$ cat config.mk
export PLATFORM = sky130hd
export DESIGN_NAME = acpp_top
export DESIGN_NICKNAME = d
export VERILOG_FILES = /design/src/acpp_buf2.v /design/src/acpp_top.v
export VERILOG_INCLUDE_DIRS = /design/src
export SDC_FILE = /design/constraint.sdc
export NUM_CORES = 1
export LEC_CHECK = 0
export ABC_AREA = 1
export BUFFER_PORTS_ARGS = -buffer_cell sky130_fd_sc_hd__buf_2
export CORE_ASPECT_RATIO = 0.7
export CORE_UTILIZATION = 35
export CTS_CLUSTER_DIAMETER = 120
export DETAILED_ROUTE_END_ITERATION = 10
export SYNTH_ARGS = -nofsm -noshare
export SYNTH_HDL_FRONTEND = slang
export SYNTH_SLANG_ARGS = --single-unit
$ cat constraint.sdc
create_clock -name clk -period 12.65 [get_ports clk]
set_input_delay 1.8975 -clock clk [delete_from_list [all_inputs] [get_ports clk]]
set_output_delay 1.8975 -clock clk [all_outputs]
set_load 0.02 [all_outputs]
$ cat src/acpp_regs.vh
`ifndef ACPP_REGS_VH
`define ACPP_REGS_VH

// ----------------------------------------------------------------------------
// Host I/O addresses
// ----------------------------------------------------------------------------
`define ACPP_IO_ATTR_INDEX 16'h03C0
`define ACPP_IO_ATTR_DATA 16'h03C1
`define ACPP_IO_STAT_MONO 16'h03BA
`define ACPP_IO_STAT_COLOR 16'h03DA
`define ACPP_IO_PIX_MASK 16'h03C6
`define ACPP_IO_PAL_RD_INDEX 16'h03C7
`define ACPP_IO_PAL_WR_INDEX 16'h03C8
`define ACPP_IO_PAL_DATA 16'h03C9

// ----------------------------------------------------------------------------
// Attribute controller internal indexes
// ----------------------------------------------------------------------------
`define ACPP_IDX_PAL_LAST 5'h0F
`define ACPP_IDX_MODE 5'h10
`define ACPP_IDX_BORDER 5'h11
`define ACPP_IDX_PLANE_EN 5'h12
`define ACPP_IDX_PAN 5'h13
`define ACPP_IDX_PAD 5'h14

// ----------------------------------------------------------------------------
// Field positions
// ----------------------------------------------------------------------------
`define ACPP_INDEX_VIDEO_EN 5
`define ACPP_MODE_GRAPHICS 0
`define ACPP_MODE_MONO 1
`define ACPP_MODE_LINE_GFX 2
`define ACPP_MODE_BLINK 3
`define ACPP_MODE_SPLIT_PAN 5
`define ACPP_MODE_ASM256 6
`define ACPP_MODE_PAD54 7

// ----------------------------------------------------------------------------
// Port mode selection and palette state codes
// ----------------------------------------------------------------------------
`define ACPP_PORTS_COMPAT 2'h0
`define ACPP_PORTS_SPLIT 2'h1
`define ACPP_PORTS_EITHER 2'h2
`define ACPP_PAL_STATE_WR 2'h0
`define ACPP_PAL_STATE_RD 2'h3

// ----------------------------------------------------------------------------
// Reset values
// ----------------------------------------------------------------------------
`define ACPP_RST_INDEX 6'h00
`define ACPP_RST_MODE 8'h00
`define ACPP_RST_BORDER 8'h00
`define ACPP_RST_PLANE_EN 6'h0F
`define ACPP_RST_PAN 4'h0
`define ACPP_RST_PAD 4'h0
`define ACPP_RST_PAL_ENTRY 6'h00

// ----------------------------------------------------------------------------
// Timing counts
// ----------------------------------------------------------------------------
`define ACPP_BLINK_BITS 5
`define ACPP_PAN_DEPTH 9
`define ACPP_LINE_GFX_LO 8'hC0
`define ACPP_LINE_GFX_HI 8'hDF

`endif

$ cat src/acpp_buf2.v
`timescale 1ns/100ps
`default_nettype none

// ----------------------------------------------------------------------------
// Two-entry buffer
// ----------------------------------------------------------------------------
// A full two-entry queue: in_ready depends only on occupancy, so a stalled
// receiver never loses a word and the source sees back-pressure only once both entries fill.
module acpp_buf2 #(
    parameter W = 8
) (
    input wire clk,
    input wire rst,
    input wire in_valid,
    output wire in_ready,
    input wire [W-1:0] in_data,
    output wire out_valid,
    input wire out_ready,
    output wire [W-1:0] out_data
);
    reg [W-1:0] mem_q [0:1];
    reg rd_ptr_q;
    reg wr_ptr_q;
    reg [1:0] count_q;
    wire push;
    wire pop;

    assign in_ready = (count_q != 2'd2);
    assign out_valid = (count_q != 2'd0);
    assign out_data = mem_q[rd_ptr_q];
    assign push = in_valid && in_ready;
    assign pop = out_valid && out_ready;

    always @(posedge clk or posedge rst) begin
        if (rst) begin
            mem_q[0] <= {W{1'b0}};
            mem_q[1] <= {W{1'b0}};
            rd_ptr_q <= 1'b0;
            wr_ptr_q <= 1'b0;
            count_q <= 2'd0;
        end else begin
            if (push) begin
                mem_q[wr_ptr_q] <= in_data;
                wr_ptr_q <= ~wr_ptr_q;
            end
            if (pop) begin
                rd_ptr_q <= ~rd_ptr_q;
            end
            if (push && !pop) begin
                count_q <= count_q + 2'd1;
            end else if (pop && !push) begin
                count_q <= count_q - 2'd1;
            end
        end
    end
endmodule // acpp_buf2

`default_nettype wire

$ cat src/acpp_top.v
// Summary of operation
// - In compatible mode index and data share one write port via a toggle.
// - A status-port read forces the toggle back to the index state.
// - Every write to the shared port flips the toggle.
// - Other reads leave the toggle alone; index reads at first port, data at second.
// - Split ports put data at the adjacent port so word writes load both.
// - The other extended setting accepts reads and writes at either port.
// - Index bits 4-0 select a register; bit 5 enables video, locks palette.
// - Sixteen palette entries hold 6-bit colors; upper bits read zero.
// - Mode bit 0 picks text or graphics, bit 1 color or mono.
// - Line-graphics codes copy pixel eight into pixel nine when bit 2 set.
// - Blink counter steps per vsync; bit 3 picks blink or intensity.
// - Mode bit 5 set stops panning in the lower split region.
// - Mode bit 6 set packs two 4-bit pixels into one byte.
// - Mode bit 7 takes video bits 5-4 from pad bits 1-0 except in 256-color mode.
// - Border color is output in the overscan intervals around display.
// - Cleared plane enable bits force the plane pixel bit to zero.
// - Status select routes two palette output bits to disp_status.
// - Panning shifts left; 9-dot, 8-dot and 256-color maps differ.
// - Pad bits 3-2 drive video bits 7-6 except in 256-color mode.
// - Pixel mask reads and writes pulse the palette strobes.
// - A 2-bit field records which palette index port was last written.
// - That field reads 00 after write-index, 11 after read-index port.
// - Palette state reads are answered here without a read strobe.
`timescale 1ns/100ps
`default_nettype none
`include "acpp_regs.vh"

module acpp_top #(
    parameter BLINK_BITS = `ACPP_BLINK_BITS
) (
    input wire clk,
    input wire rst,
    input wire [15:0] io_addr,
    input wire io_rd,
    input wire io_wr,
    input wire io_word,
    input wire [15:0] io_wdata,
    output reg [7:0] io_rdata,
    output reg io_rvalid,
    input wire [1:0] port_mode,
    output reg palette_read_strobe_n,
    output reg palette_write_strobe_n,
    output reg [7:0] pal_wdata,
    output reg pal_sel_mask,
    input wire [7:0] pal_rdata,
    output reg [1:0] disp_status,
    input wire pix_valid,
    output wire pix_ready,
    input wire [3:0] pix_planes,
    input wire [7:0] pix_attr,
    input wire [7:0] pix_char,
    input wire pix_font,
    input wire pix_ninth,
    input wire dot9_mode,
    input wire display_en,
    input wire blank,
    input wire lower_region,
    input wire vsync,
    output wire vid_valid,
    input wire vid_ready,
    output wire [7:0] vid_data
);
    // ------------------------------------------------------------------------
    // Register state
    // ------------------------------------------------------------------------
    reg [5:0] index_q;
    reg data_sel_q;
    reg [7:0] mode_q;
    reg [7:0] border_q;
    reg [5:0] plane_en_q;
    reg [3:0] pan_q;
    reg [3:0] pad_q;
    reg [5:0] pal_q [0:15];
    reg [1:0] pal_state_q;
    reg rd_pend_q;
    reg rd_ext_q;
    reg [7:0] rd_int_q;
    integer i;
    integer j;

    // ------------------------------------------------------------------------
    // Host decode
    // ------------------------------------------------------------------------
    wire at_index = (io_addr == `ACPP_IO_ATTR_INDEX);
    wire at_data = (io_addr == `ACPP_IO_ATTR_DATA);
    wire at_status = (io_addr == `ACPP_IO_STAT_MONO) || (io_addr == `ACPP_IO_STAT_COLOR);
    wire at_mask = (io_addr == `ACPP_IO_PIX_MASK);
    wire at_rd_idx = (io_addr == `ACPP_IO_PAL_RD_INDEX);
    wire at_wr_idx = (io_addr == `ACPP_IO_PAL_WR_INDEX);
    wire at_pdata = (io_addr == `ACPP_IO_PAL_DATA);
    wire mode_split = (port_mode == `ACPP_PORTS_SPLIT);
    wire mode_either = (port_mode == `ACPP_PORTS_EITHER);
    wire pal_locked = index_q[`ACPP_INDEX_VIDEO_EN];

    reg wr_index;
    reg wr_data;
    reg [7:0] wr_index_val;
    reg [7:0] wr_data_val;
    reg [4:0] wr_sel;
    reg toggle_flip;

    always @* begin
        wr_index = 1'b0;
        wr_data = 1'b0;
        toggle_flip = 1'b0;
        wr_index_val = io_wdata[7:0];
        wr_data_val = io_wdata[7:0];
        wr_sel = index_q[4:0];
        if (io_wr) begin
            if (mode_split) begin
                if (at_index) begin
                    wr_index = 1'b1;
                    if (io_word) begin
                        wr_data = 1'b1;
                        wr_data_val = io_wdata[15:8];
                        wr_sel = io_wdata[4:0];
                    end
                end else if (at_data) begin
                    wr_data = 1'b1;
                end
            end else if (at_index || (mode_either && at_data)) begin
                toggle_flip = 1'b1;
                wr_index = !data_sel_q;
                wr_data = data_sel_q;
            end
        end
    end

    // Data read mux for the attribute controller.
    reg [7:0] attr_data_rd;
    always @* begin
        attr_data_rd = 8'h00;
        if (index_q[4:0] <= `ACPP_IDX_PAL_LAST) begin
            attr_data_rd = pal_locked ? 8'h00 : {2'b00, pal_q[index_q[3:0]]};
        end else begin
            case (index_q[4:0])
                `ACPP_IDX_MODE: attr_data_rd = mode_q;
                `ACPP_IDX_BORDER: attr_data_rd = border_q;
                `ACPP_IDX_PLANE_EN: attr_data_rd = {2'b00, plane_en_q};
                `ACPP_IDX_PAN: attr_data_rd = {4'h0, pan_q};
                `ACPP_IDX_PAD: attr_data_rd = {4'h0, pad_q};
                default: attr_data_rd = 8'h00;
            endcase
        end
    end

    always @(posedge clk or posedge rst) begin
        if (rst) begin
            index_q <= `ACPP_RST_INDEX;
            data_sel_q <= 1'b0;
            mode_q <= `ACPP_RST_MODE;
            border_q <= `ACPP_RST_BORDER;
            plane_en_q <= `ACPP_RST_PLANE_EN;
            pan_q <= `ACPP_RST_PAN;
            pad_q <= `ACPP_RST_PAD;
            for (i = 0; i < 16; i = i + 1) begin
                pal_q[i] <= `ACPP_RST_PAL_ENTRY;
            end
            pal_state_q <= `ACPP_PAL_STATE_WR;
        end else begin
            if (io_rd && at_status) begin
                data_sel_q <= 1'b0;
            end else if (toggle_flip) begin
                data_sel_q <= ~data_sel_q;
            end
            if (wr_index) begin
                index_q <= wr_index_val[5:0];
            end
            if (wr_data) begin
                if (wr_sel <= `ACPP_IDX_PAL_LAST) begin
                    // Word writes check the lock from the index byte they carry.
                    if (!(wr_index ? wr_index_val[`ACPP_INDEX_VIDEO_EN] : pal_locked)) begin
                        pal_q[wr_sel[3:0]] <= wr_data_val[5:0];
                    end
                end else begin
                    case (wr_sel)
                        `ACPP_IDX_MODE: mode_q <= wr_data_val & 8'hEF;
                        `ACPP_IDX_BORDER: border_q <= wr_data_val;
                        `ACPP_IDX_PLANE_EN: plane_en_q <= wr_data_val[5:0];
                        `ACPP_IDX_PAN: pan_q <= wr_data_val[3:0];
                        `ACPP_IDX_PAD: pad_q <= wr_data_val[3:0];
                        default: pan_q <= pan_q;
                    endcase
                end
            end
            if (io_wr && at_wr_idx) begin
                pal_state_q <= `ACPP_PAL_STATE_WR;
            end else if (io_wr && at_rd_idx) begin
                pal_state_q <= `ACPP_PAL_STATE_RD;
            end
        end
    end

    // ------------------------------------------------------------------------
    // External palette strobes and read answer
    // ------------------------------------------------------------------------
    // External reads land one cycle after the strobe, so every read answers
    // two cycles after its request to keep a single fixed latency.
    wire ext_rd = io_rd && (at_mask || at_wr_idx || at_pdata);
    wire ext_wr = io_wr && (at_mask || at_rd_idx || at_wr_idx || at_pdata);

    always @(posedge clk or posedge rst) begin
        if (rst) begin
            palette_read_strobe_n <= 1'b1;
            palette_write_strobe_n <= 1'b1;
            pal_wdata <= 8'h00;
            pal_sel_mask <= 1'b0;
            rd_pend_q <= 1'b0;
            rd_ext_q <= 1'b0;
            rd_int_q <= 8'h00;
            io_rdata <= 8'h00;
            io_rvalid <= 1'b0;
        end else begin
            palette_read_strobe_n <= !ext_rd;
            palette_write_strobe_n <= !ext_wr;
            if (ext_wr) begin
                pal_wdata <= io_wdata[7:0];
            end
            if (ext_rd || ext_wr) begin
                pal_sel_mask <= at_mask;
            end
            rd_pend_q <= io_rd;
            rd_ext_q <= ext_rd;
            if (io_rd) begin
                if (at_index && !(mode_either && data_sel_q)) begin
                    rd_int_q <= {2'b00, index_q};
                end else if (at_data || (mode_either && at_index)) begin
                    rd_int_q <= attr_data_rd;
                end else if (at_rd_idx) begin
                    rd_int_q <= {6'h00, pal_state_q};
                end else begin
                    rd_int_q <= 8'h00;
                end
            end
            io_rvalid <= rd_pend_q;
            if (rd_pend_q) begin
                io_rdata <= rd_ext_q ? pal_rdata : rd_int_q;
            end
        end
    end

    // ------------------------------------------------------------------------
    // Blink counter
    // ------------------------------------------------------------------------
    reg vsync_q;
    reg [BLINK_BITS-1:0] blink_q;
    always @(posedge clk or posedge rst) begin
        if (rst) begin
            vsync_q <= 1'b0;
            blink_q <= {BLINK_BITS{1'b0}};
        end else begin
            vsync_q <= vsync;
            if (vsync && !vsync_q) begin
                blink_q <= blink_q + 1'b1;
            end
        end
    end
    wire blink_phase = blink_q[BLINK_BITS-1];

    // ------------------------------------------------------------------------
    // Pixel attribute path
    // ------------------------------------------------------------------------
    wire graphics = mode_q[`ACPP_MODE_GRAPHICS];
    wire mono = mode_q[`ACPP_MODE_MONO];
    wire blink_en = mode_q[`ACPP_MODE_BLINK];
    wire asm256 = mode_q[`ACPP_MODE_ASM256];
    reg half_q;
    reg [3:0] hi_nib_q;
    reg font_prev_q;
    reg [3:0] hist_q [0:`ACPP_PAN_DEPTH-1];
    wire buf_in_ready;
    wire push_now = !asm256 || half_q;
    wire accept = pix_valid && pix_ready;

    assign pix_ready = buf_in_ready || !push_now;

    reg font_bit;
    reg [3:0] fg_idx;
    reg [3:0] bg_idx;
    reg [3:0] new_idx;
    always @* begin
        font_bit = pix_font;
        if (pix_ninth) begin
            font_bit = 1'b0;
            if (mode_q[`ACPP_MODE_LINE_GFX] && pix_char >= `ACPP_LINE_GFX_LO && pix_char <= `ACPP_LINE_GFX_HI) begin
                font_bit = font_prev_q;
            end
        end
        fg_idx = pix_attr[3:0];
        bg_idx = blink_en ? {1'b0, pix_attr[6:4]} : pix_attr[7:4];
        if (mono) begin
            // Mono attributes only carry on/off and intensity.
            fg_idx = {pix_attr[3], 3'b111};
            bg_idx = blink_en ? 4'h0 : {pix_attr[7], 3'b000};
        end
        if (blink_en && pix_attr[7] && blink_phase) begin
            fg_idx = bg_idx;
        end
        if (graphics) begin
            new_idx = pix_planes;
            if (blink_en && blink_phase) begin
                new_idx[3] = 1'b0;
            end
        end else begin
            new_idx = font_bit ? fg_idx : bg_idx;
        end
        new_idx = new_idx & plane_en_q[3:0];
    end

    // ------------------------------------------------------------------------
    // Panning delay line
    // ------------------------------------------------------------------------
    // Unpanned output sits the full depth behind the input; panning taps a
    // younger entry, which shows pixels further right, i.e. shifts left.
    reg [3:0] shift;
    always @* begin
        if (asm256) begin
            shift = {2'b00, pan_q[2:1]};
        end else if (dot9_mode && !graphics) begin
            shift = (pan_q[3]) ? 4'd0 : pan_q + 4'd1;
        end else begin
            shift = {1'b0, pan_q[2:0]};
        end
        if (mode_q[`ACPP_MODE_SPLIT_PAN] && lower_region) begin
            shift = 4'd0;
        end
    end
    wire [3:0] tap_idx = hist_q[4'd8 - shift];
    wire [5:0] pal_out = pal_q[tap_idx];

    always @(posedge clk or posedge rst) begin
        if (rst) begin
            for (j = 0; j < `ACPP_PAN_DEPTH; j = j + 1) begin
                hist_q[j] <= 4'h0;
            end
            font_prev_q <= 1'b0;
            half_q <= 1'b0;
            hi_nib_q <= 4'h0;
        end else if (accept) begin
            hist_q[0] <= new_idx;
            for (j = 1; j < `ACPP_PAN_DEPTH; j = j + 1) begin
                hist_q[j] <= hist_q[j-1];
            end
            font_prev_q <= pix_font;
            half_q <= asm256 ? ~half_q : 1'b0;
            hi_nib_q <= pal_out[3:0];
        end
    end

    // ------------------------------------------------------------------------
    // Palette and output byte assembly
    // ------------------------------------------------------------------------
    reg [7:0] vbyte;
    always @* begin
        if (asm256) begin
            vbyte = {hi_nib_q, pal_out[3:0]};
        end else begin
            vbyte[3:0] = pal_out[3:0];
            vbyte[5:4] = mode_q[`ACPP_MODE_PAD54] ? pad_q[1:0] : pal_out[5:4];
            vbyte[7:6] = pad_q[3:2];
        end
        if (!display_en) begin
            vbyte = blank ? 8'h00 : border_q;
        end
        if (!pal_locked) begin
            vbyte = 8'h00;
        end
    end

    always @(posedge clk or posedge rst) begin
        if (rst) begin
            disp_status <= 2'b00;
        end else if (accept && push_now) begin
            case (plane_en_q[5:4])
                2'b00: disp_status <= {vbyte[2], vbyte[0]};
                2'b01: disp_status <= {vbyte[5], vbyte[4]};
                2'b10: disp_status <= {vbyte[3], vbyte[1]};
                default: disp_status <= {vbyte[7], vbyte[6]};
            endcase
        end
    end

    acpp_buf2 #(
        .W(8)
    ) u_buf (
        .clk(clk),
        .rst(rst),
        .in_valid(pix_valid && push_now),
        .in_ready(buf_in_ready),
        .in_data(vbyte),
        .out_valid(vid_valid),
        .out_ready(vid_ready),
        .out_data(vid_data)
    );
endmodule // acpp_top

`default_nettype wire

; Word level (Yosys, flattened, before mapping)
; Cells that the tools add are included.
; W data, S select, Z words.
[totals]
elab_cells = 238
in_bits = 76
regBits = 234
out_inout_bits = 32
[op_classes]
n_mux = 74
n_eq_ne = 23
n_lt_le_gt_ge = 12
add_sub_neg = 5
n_reduce_logical = 58
bitwise = 13
[ops]
columns = operator, n
row1 = $eq A16 B10 Y1 const B, 8
row2 = $mux W8, 16
row3 = $bwmux W96, 1
row4 = $eq A5 B5 Y1 const B, 10
row5 = $bmux W6 S4, 2
row6 = $mux W4, 12
row7 = $pmux W8 S5, 1
row8 = $mux W6, 6
row9 = $logic_and A1 B1 Y1, 26
row10 = $demux W6 S4, 1
row11 = $ge A5 B5 Y1 const B, 4
row12 = $mux W1, 20
row13 = $mux W5, 4
row14 = $not A4 Y5, 4
row15 = $reduce_and A3 Y1, 6
row16 = $bmux W4 S4, 1
row17 = $bwmux W16, 1
row18 = $mux W2, 6
row19 = $logic_or A1 B1 Y1, 11
row20 = $le A5 B4 Y1 const B, 2
row21 = $logic_not A1 Y1, 10
row22 = $demux W8 S1, 1
row23 = $ge A8 B8 Y1 const B, 1
row24 = $le A8 B8 Y1 const B, 1
row25 = 18 further kinds, 30

; Depth between registers and ports, before layout
[depth]
word_depth = 19
depth_mapped = 28
depth_no_buf = 26

; Cells and area by module
; From an unflattened synthesis, not the netlist that was laid out.
[hier_totals]
hier_cells = 1631
hier_area_um2 = 12515.8
[modules_own_cells]
columns = module, seq_area_each_um2, n_inst, area_each_um2, cells_per_inst
row1 = acpp_top, 5337.6, 1, 11491.0, 1506
row2 = acpp_buf2, 500.5, 1, 1024.7, 125

; Worst setup path after synthesis
; Ideal clock, no wire load.
[synth_path]
kind = input -> register
from = input port lower_region
to = register disp_status[0]
required_time_ps = 12534
setup_ps = 116
path_slack_ps = 8162
cell_stages = 25
arrival_time_ps = 4371
n_path_buf = 3
cell_sequence = a21oi_2 -> nand3_1 -> nand2_1 -> inv_2 -> buf_2 -> ha_1 -> clkbuf_1 -> nand3_1 -> nand2_1 -> nand2_1 -> nand2_1 -> nand2_1 -> nand2_1 -> buf_2 -> nand3_1 -> nand3_1 -> nand3_1 -> nand2_1 -> nand2_1 -> nand2_1 -> nand2_1 -> nand2_1 -> nand3_1 -> nand2_1 -> nand2_1
[synth_via]
elab_chain_cells = 16
[synth_rtl]
columns = item, line_no
row1 = "start, declared", acpp_top.v:58  ; input wire lower_region,
row2 = $logic_and A1 B1 Y1 *, acpp_top.v:325  ; if (mode_q[`ACPP_MODE_SPLIT_PAN] && lower_region) begin
row3 = $mux W4 *, acpp_top.v:325
row4 = $sub A4 B4 Y4 *, acpp_top.v:329  ; wire [3:0] tap_idx = hist_q[4'd8 - shift];
row5 = $not A4 Y5 (implied by the code) *, acpp_top.v:329
row6 = $bmux W4 S4 *, acpp_top.v:329
row7 = $mux W4 (implied by the code) * (2 in series), acpp_top.v:329
row8 = $not A4 Y5 (implied by the code) *, acpp_top.v:330  ; wire [5:0] pal_out = pal_q[tap_idx];
row9 = $bmux W6 S4 *, acpp_top.v:330
row10 = $mux W6 (implied by the code) * (2 in series), acpp_top.v:330
row11 = $mux W2, acpp_top.v:360  ; vbyte[5:4] = mode_q[`ACPP_MODE_PAD54] ? pad_q[1:0] : pal_out[5:4];
row12 = $mux W8 *, acpp_top.v:356  ; if (asm256) begin
row13 = $mux W8 *, acpp_top.v:363  ; if (!display_en) begin
row14 = $mux W8 *, acpp_top.v:366  ; if (!pal_locked) begin
row15 = $pmux W2 S3 *, acpp_top.v:375  ; case (plane_en_q[5:4])
row16 = "end signal, assigned", acpp_top.v:376  ; 2'b00: disp_status <= {vbyte[2], vbyte[0]};
row17 = "end signal, assigned", acpp_top.v:377  ; 2'b01: disp_status <= {vbyte[5], vbyte[4]};
row18 = "end signal, assigned", acpp_top.v:378  ; 2'b10: disp_status <= {vbyte[3], vbyte[1]};
row19 = "end, declared", acpp_top.v:47  ; output reg [1:0] disp_status,
; Mark *: on every way between the ends. The rest lies on a longest branch, timed or not. The select of a mux whose other input is x is not followed.
; A chain may end at the register's enable or synchronous reset.

; Worst setup path in the final report
; Same ends and word-level chain as after synthesis.

==> impl_metrics.json <==
{
  "routabilityCongestion": 0.899,
  "cts_sinks": 233,
  "final_cell_area_um2": 14000,
  "synth_cells": 1599,
  "core_um2": 34000,
  "syn-num-nets": 1680,
  "power_mw": 1.99,
  "io_buffers": 102,
  "die_w_um": 226,
  "die_area_um2": 35800,
  "end_kind": "flip-flop",
  "hold_violations": 0,
  "synth_xor_area_share_pct": 0.500,
  "yosysSeqAreaShare_pct": 47.6,
  "use_met1_pct": 30.5,
  "yosysWarningCount": 0,
  "synthArstFlopShare_pct": 100,
  "outcome": "completed",
  "min_period_ns": 6.61,
  "peakVddDrop_mv": 0.0854,
  "cts_max_level": 1,
  "timing.final.crit_share_pct": 52.3,
  "setup_violations": 0,
  "power_density_nw_per_um2": 142,
  "grt_pass1_vias": 10636,
  "drc": 0,
  "cts_hold_buf": 0,
  "yosysMostFrequentCell": "nand2_1",
  "placed_cell_area_um2": 13100,
  "start_util_pct": 36.1,
  "synthSimpleGateAreaFrac_pct": 27.5,
  "cts_root_buf": "clkbuf_16",
  "drive_gt1_share_pct": 11.9,
  "grt_max_degree": 89,
  "avgSynthCellArea_um2": 7.67,
  "synth_cell_type_count": 50,
  "cts_tree": "built",
  "diodes": 0,
  "hpwl_um": 24900,
  "antenna_found_initial": 0,
  "finalSetupTns_ns": 0,
  "drt_first_iter_violations": 1255,
  "use_met2_pct": 30.8,
  "synth_top_family_by_area": "simple AND/OR/NAND/NOR gates",
  "cts_made_buffers": 26,
  "grt_busiest_layer": "met2",
  "seq_area_um2": 5840,
  "yosys_register_bits": 233,
  "fin_skew_ns": 0.00925,
  "cp.required_ns": 13.07,
  "cts_resized": 0,
  "num_rows": 56,
  "critPathLaunchType": "input pin",
  "synth-edff-count": 0,
  "syn2layout_area_growth_pct": 13.8,
  "drv_slew": 0,
  "grt_pass1_wl_um": 58400,
  "nNetsFinal": 1741,
  "path_max_fanout": 48,
  "hold_path_class": "flip-flop to flip-flop",
  "multiInputGateArea_um2": 5640,
  "final_core_util_pct": 41.1,
  "cts_setup_buffers": 0,
  "vias": 11439,
  "worst-slew-pin-transition_ns": 1.17,
  "clk_pin_slew_ns": 0.06,
  "die_y_um": 159,
  "fill_cells": 3445,
  "fmax_mhz": 151,
  "dr.pass1.iters": 6,
  "cts_max_path_buffers": 3,
  "grt_util_met3_pct": 3.80,
  "io_pins": 108,
  "avgViaCountPerCell": 5.34,
  "synth_compound_area_share_pct": 16.5,
  "synth_area_leaders": "dfrtp_1 46%, nand2_1 16%, nand3_1 7.0%",
  "rsz0062_at_grt": "no",
  "leakagePower_nw": 6.28,
  "drv_cap": 0,
  "crit_arrival_ns": 7.04,
  "timing.hold.ws_ns": 0.480,
  "synth_top_area_share_pct": 46.3,
  "routedWlPerCell_um": 17.2,
  "grt_usage_pct": 20.7,
  "antenna_left": 0,
  "worstSetupPathType": "input pin to flip-flop",
  "clkLatencyLatePin_ns": 0.53,
  "synth_fa_ha_area_share_pct": 0.510,
  "synth_top_cell_by_area": "dfrtp_1",
  "syn_area_um2": 12300,
  "slew_headroom_pct": 21.9,
  "overflow": 0,
  "synthFlopType": "dfrtp_1",
  "drt-total-wl_um": 36900,
  "synth_common_cells": "517 x nand2_1, 227 x dfrtp_1, 172 x nand3_1, 160 x o21ai_0, 104 x inv_1",
  "muxShareOfSynthArea_pct": 0.744
}
-- per-stage QoR --
step | std cells | worst slack (ns)
floorplan | 1599 | 4.37
global placement | 2096 | 5.67
detailed placement | 2096 | 5.59
CTS | 2144 | 6.14
global route | 2144 | 5.54
finish | 2144 | 6.04
-- metal layers --
| layer | vias up | wire (µm) |
|---|---|---|
| li1 | 5511 | - |
| met1 | 5455 | 17700 |
| met2 | 409 | 15400 |
| met3 | 64 | 2940 |
| met4 | 0 | 868 |
| met5 | - | 0 |
-- worst max-delay path, stage by stage --
cell	delay, ns
buf_2	0.12
a21oi_2	0.18
nand3_1	0.40
nand2_1	0.67
inv_2	0.31
ha_1	0.73
inv_1	0.24
nand3_1	0.15
nand3_1	0.10
nand3_2	0.22
nand2_2	0.65
nand2_1	0.21
nand3_1	0.10
nand3_1	0.13
nand3_1	0.11
nand2_1	0.27
nand2_1	0.09
nand2_1	0.12
nand2_1	0.06
nand2_1	0.06
nand3_1	0.07
nand2_1	0.07
nand2_1	0.05
-- sequential cells by signal, indices dropped and copies added (netlist names), 2 cells and up --
signal	flops
border_q	8
hi_nib_q	4
pad_q	4
disp_status	2
rd_int_q	8
hist_q	36
pan_q	4
mode_q	7
pal_wdata	8
pal_q	96
blink_q	5
io_rdata	8
index_q	6
plane_en_q	6
u_buf.mem_q	16
u_buf.count_q	2
-- cell families (layout without fill, tap and decap cells) --
group | Yosys count | after routing
AND/OR/NAND/NOR | 793 | 793
AO/OA/AOI/OAI | 356 | 356
flip-flops | 233 | 233
buffers and inverters | 196 | 277
multiplexers | 9 | 9
XOR/XNOR | 7 | 7
adder cells (fa/ha/maj) | 5 | 5
-- where the power goes --
part,total [mW],internal (mW),leakage (nW),switching (mW)
logic,0.359,0.104,2.70,0.256
registers,0.860,0.808,3.14,0.0524
clock network,0.769,0.451,0.434,0.318
total,1.99,1.36,6.28,0.626
-- layout by cell type (no fill, tap or decap), types with 7 or more instances in the layout --
| cell type | synthesis | routed |
|---|---|---|
| o21ai_1 | 71 | 72 |
| clkbuf_8 | 0 | 7 |
| a22oi_1 | 36 | 36 |
| dfrtp_1 | 227 | 227 |
| buf_4 | 8 | 13 |
| nor2_1 | 50 | 50 |
| clkbuf_16 | 0 | 27 |
| nand2_1 | 517 | 516 |
| a21oi_1 | 33 | 33 |
| clkinv_2 | 0 | 7 |
| nand4_1 | 25 | 25 |
| o21ai_0 | 160 | 159 |
| a31oi_1 | 16 | 16 |
| nor3_1 | 9 | 9 |
| inv_1 | 104 | 103 |
| o211ai_1 | 8 | 8 |
| a221oi_1 | 7 | 7 |
| nand3_1 | 172 | 172 |
| buf_2 | 32 | 102 |
-- worst paths after layout --
check / from / cells after the start / end / slack (ns)
setup reg to reg: mode_q[0]$_DFFE_PP0P_ / 24 / disp_status[0]$_DFFE_PP0P_ / 6.92
hold reg to reg: pal_wdata[6]$_DFFE_PP0P_ / 2 / pal_wdata[6]$_DFFE_PP0P_ / 0.48
hold / removal: pal_wdata[6]$_DFFE_PP0P_ / 2 / pal_wdata[6]$_DFFE_PP0P_ / 0.48
setup / recovery: lower_region / 23 / disp_status[0]$_DFFE_PP0P_ / 6.04
min in group asynchronous: rst / 2 / hist_q[26]$_DFFE_PP0P_ / 1.43
max in group asynchronous: rst / 3 / pal_q[33]$_DFFE_PP0P_ / 9.74
-- final cells by class --
class                   instances  area share, %
flip-flops and latches        233           41.8
multi-input cells            1170           40.4
clock buffers                  38           5.64
repair buffers                115           4.35
well taps                     464           4.16
inverters                     114           3.12
clock inverters                10          0.582
Power figures use the tool's default switching activity.
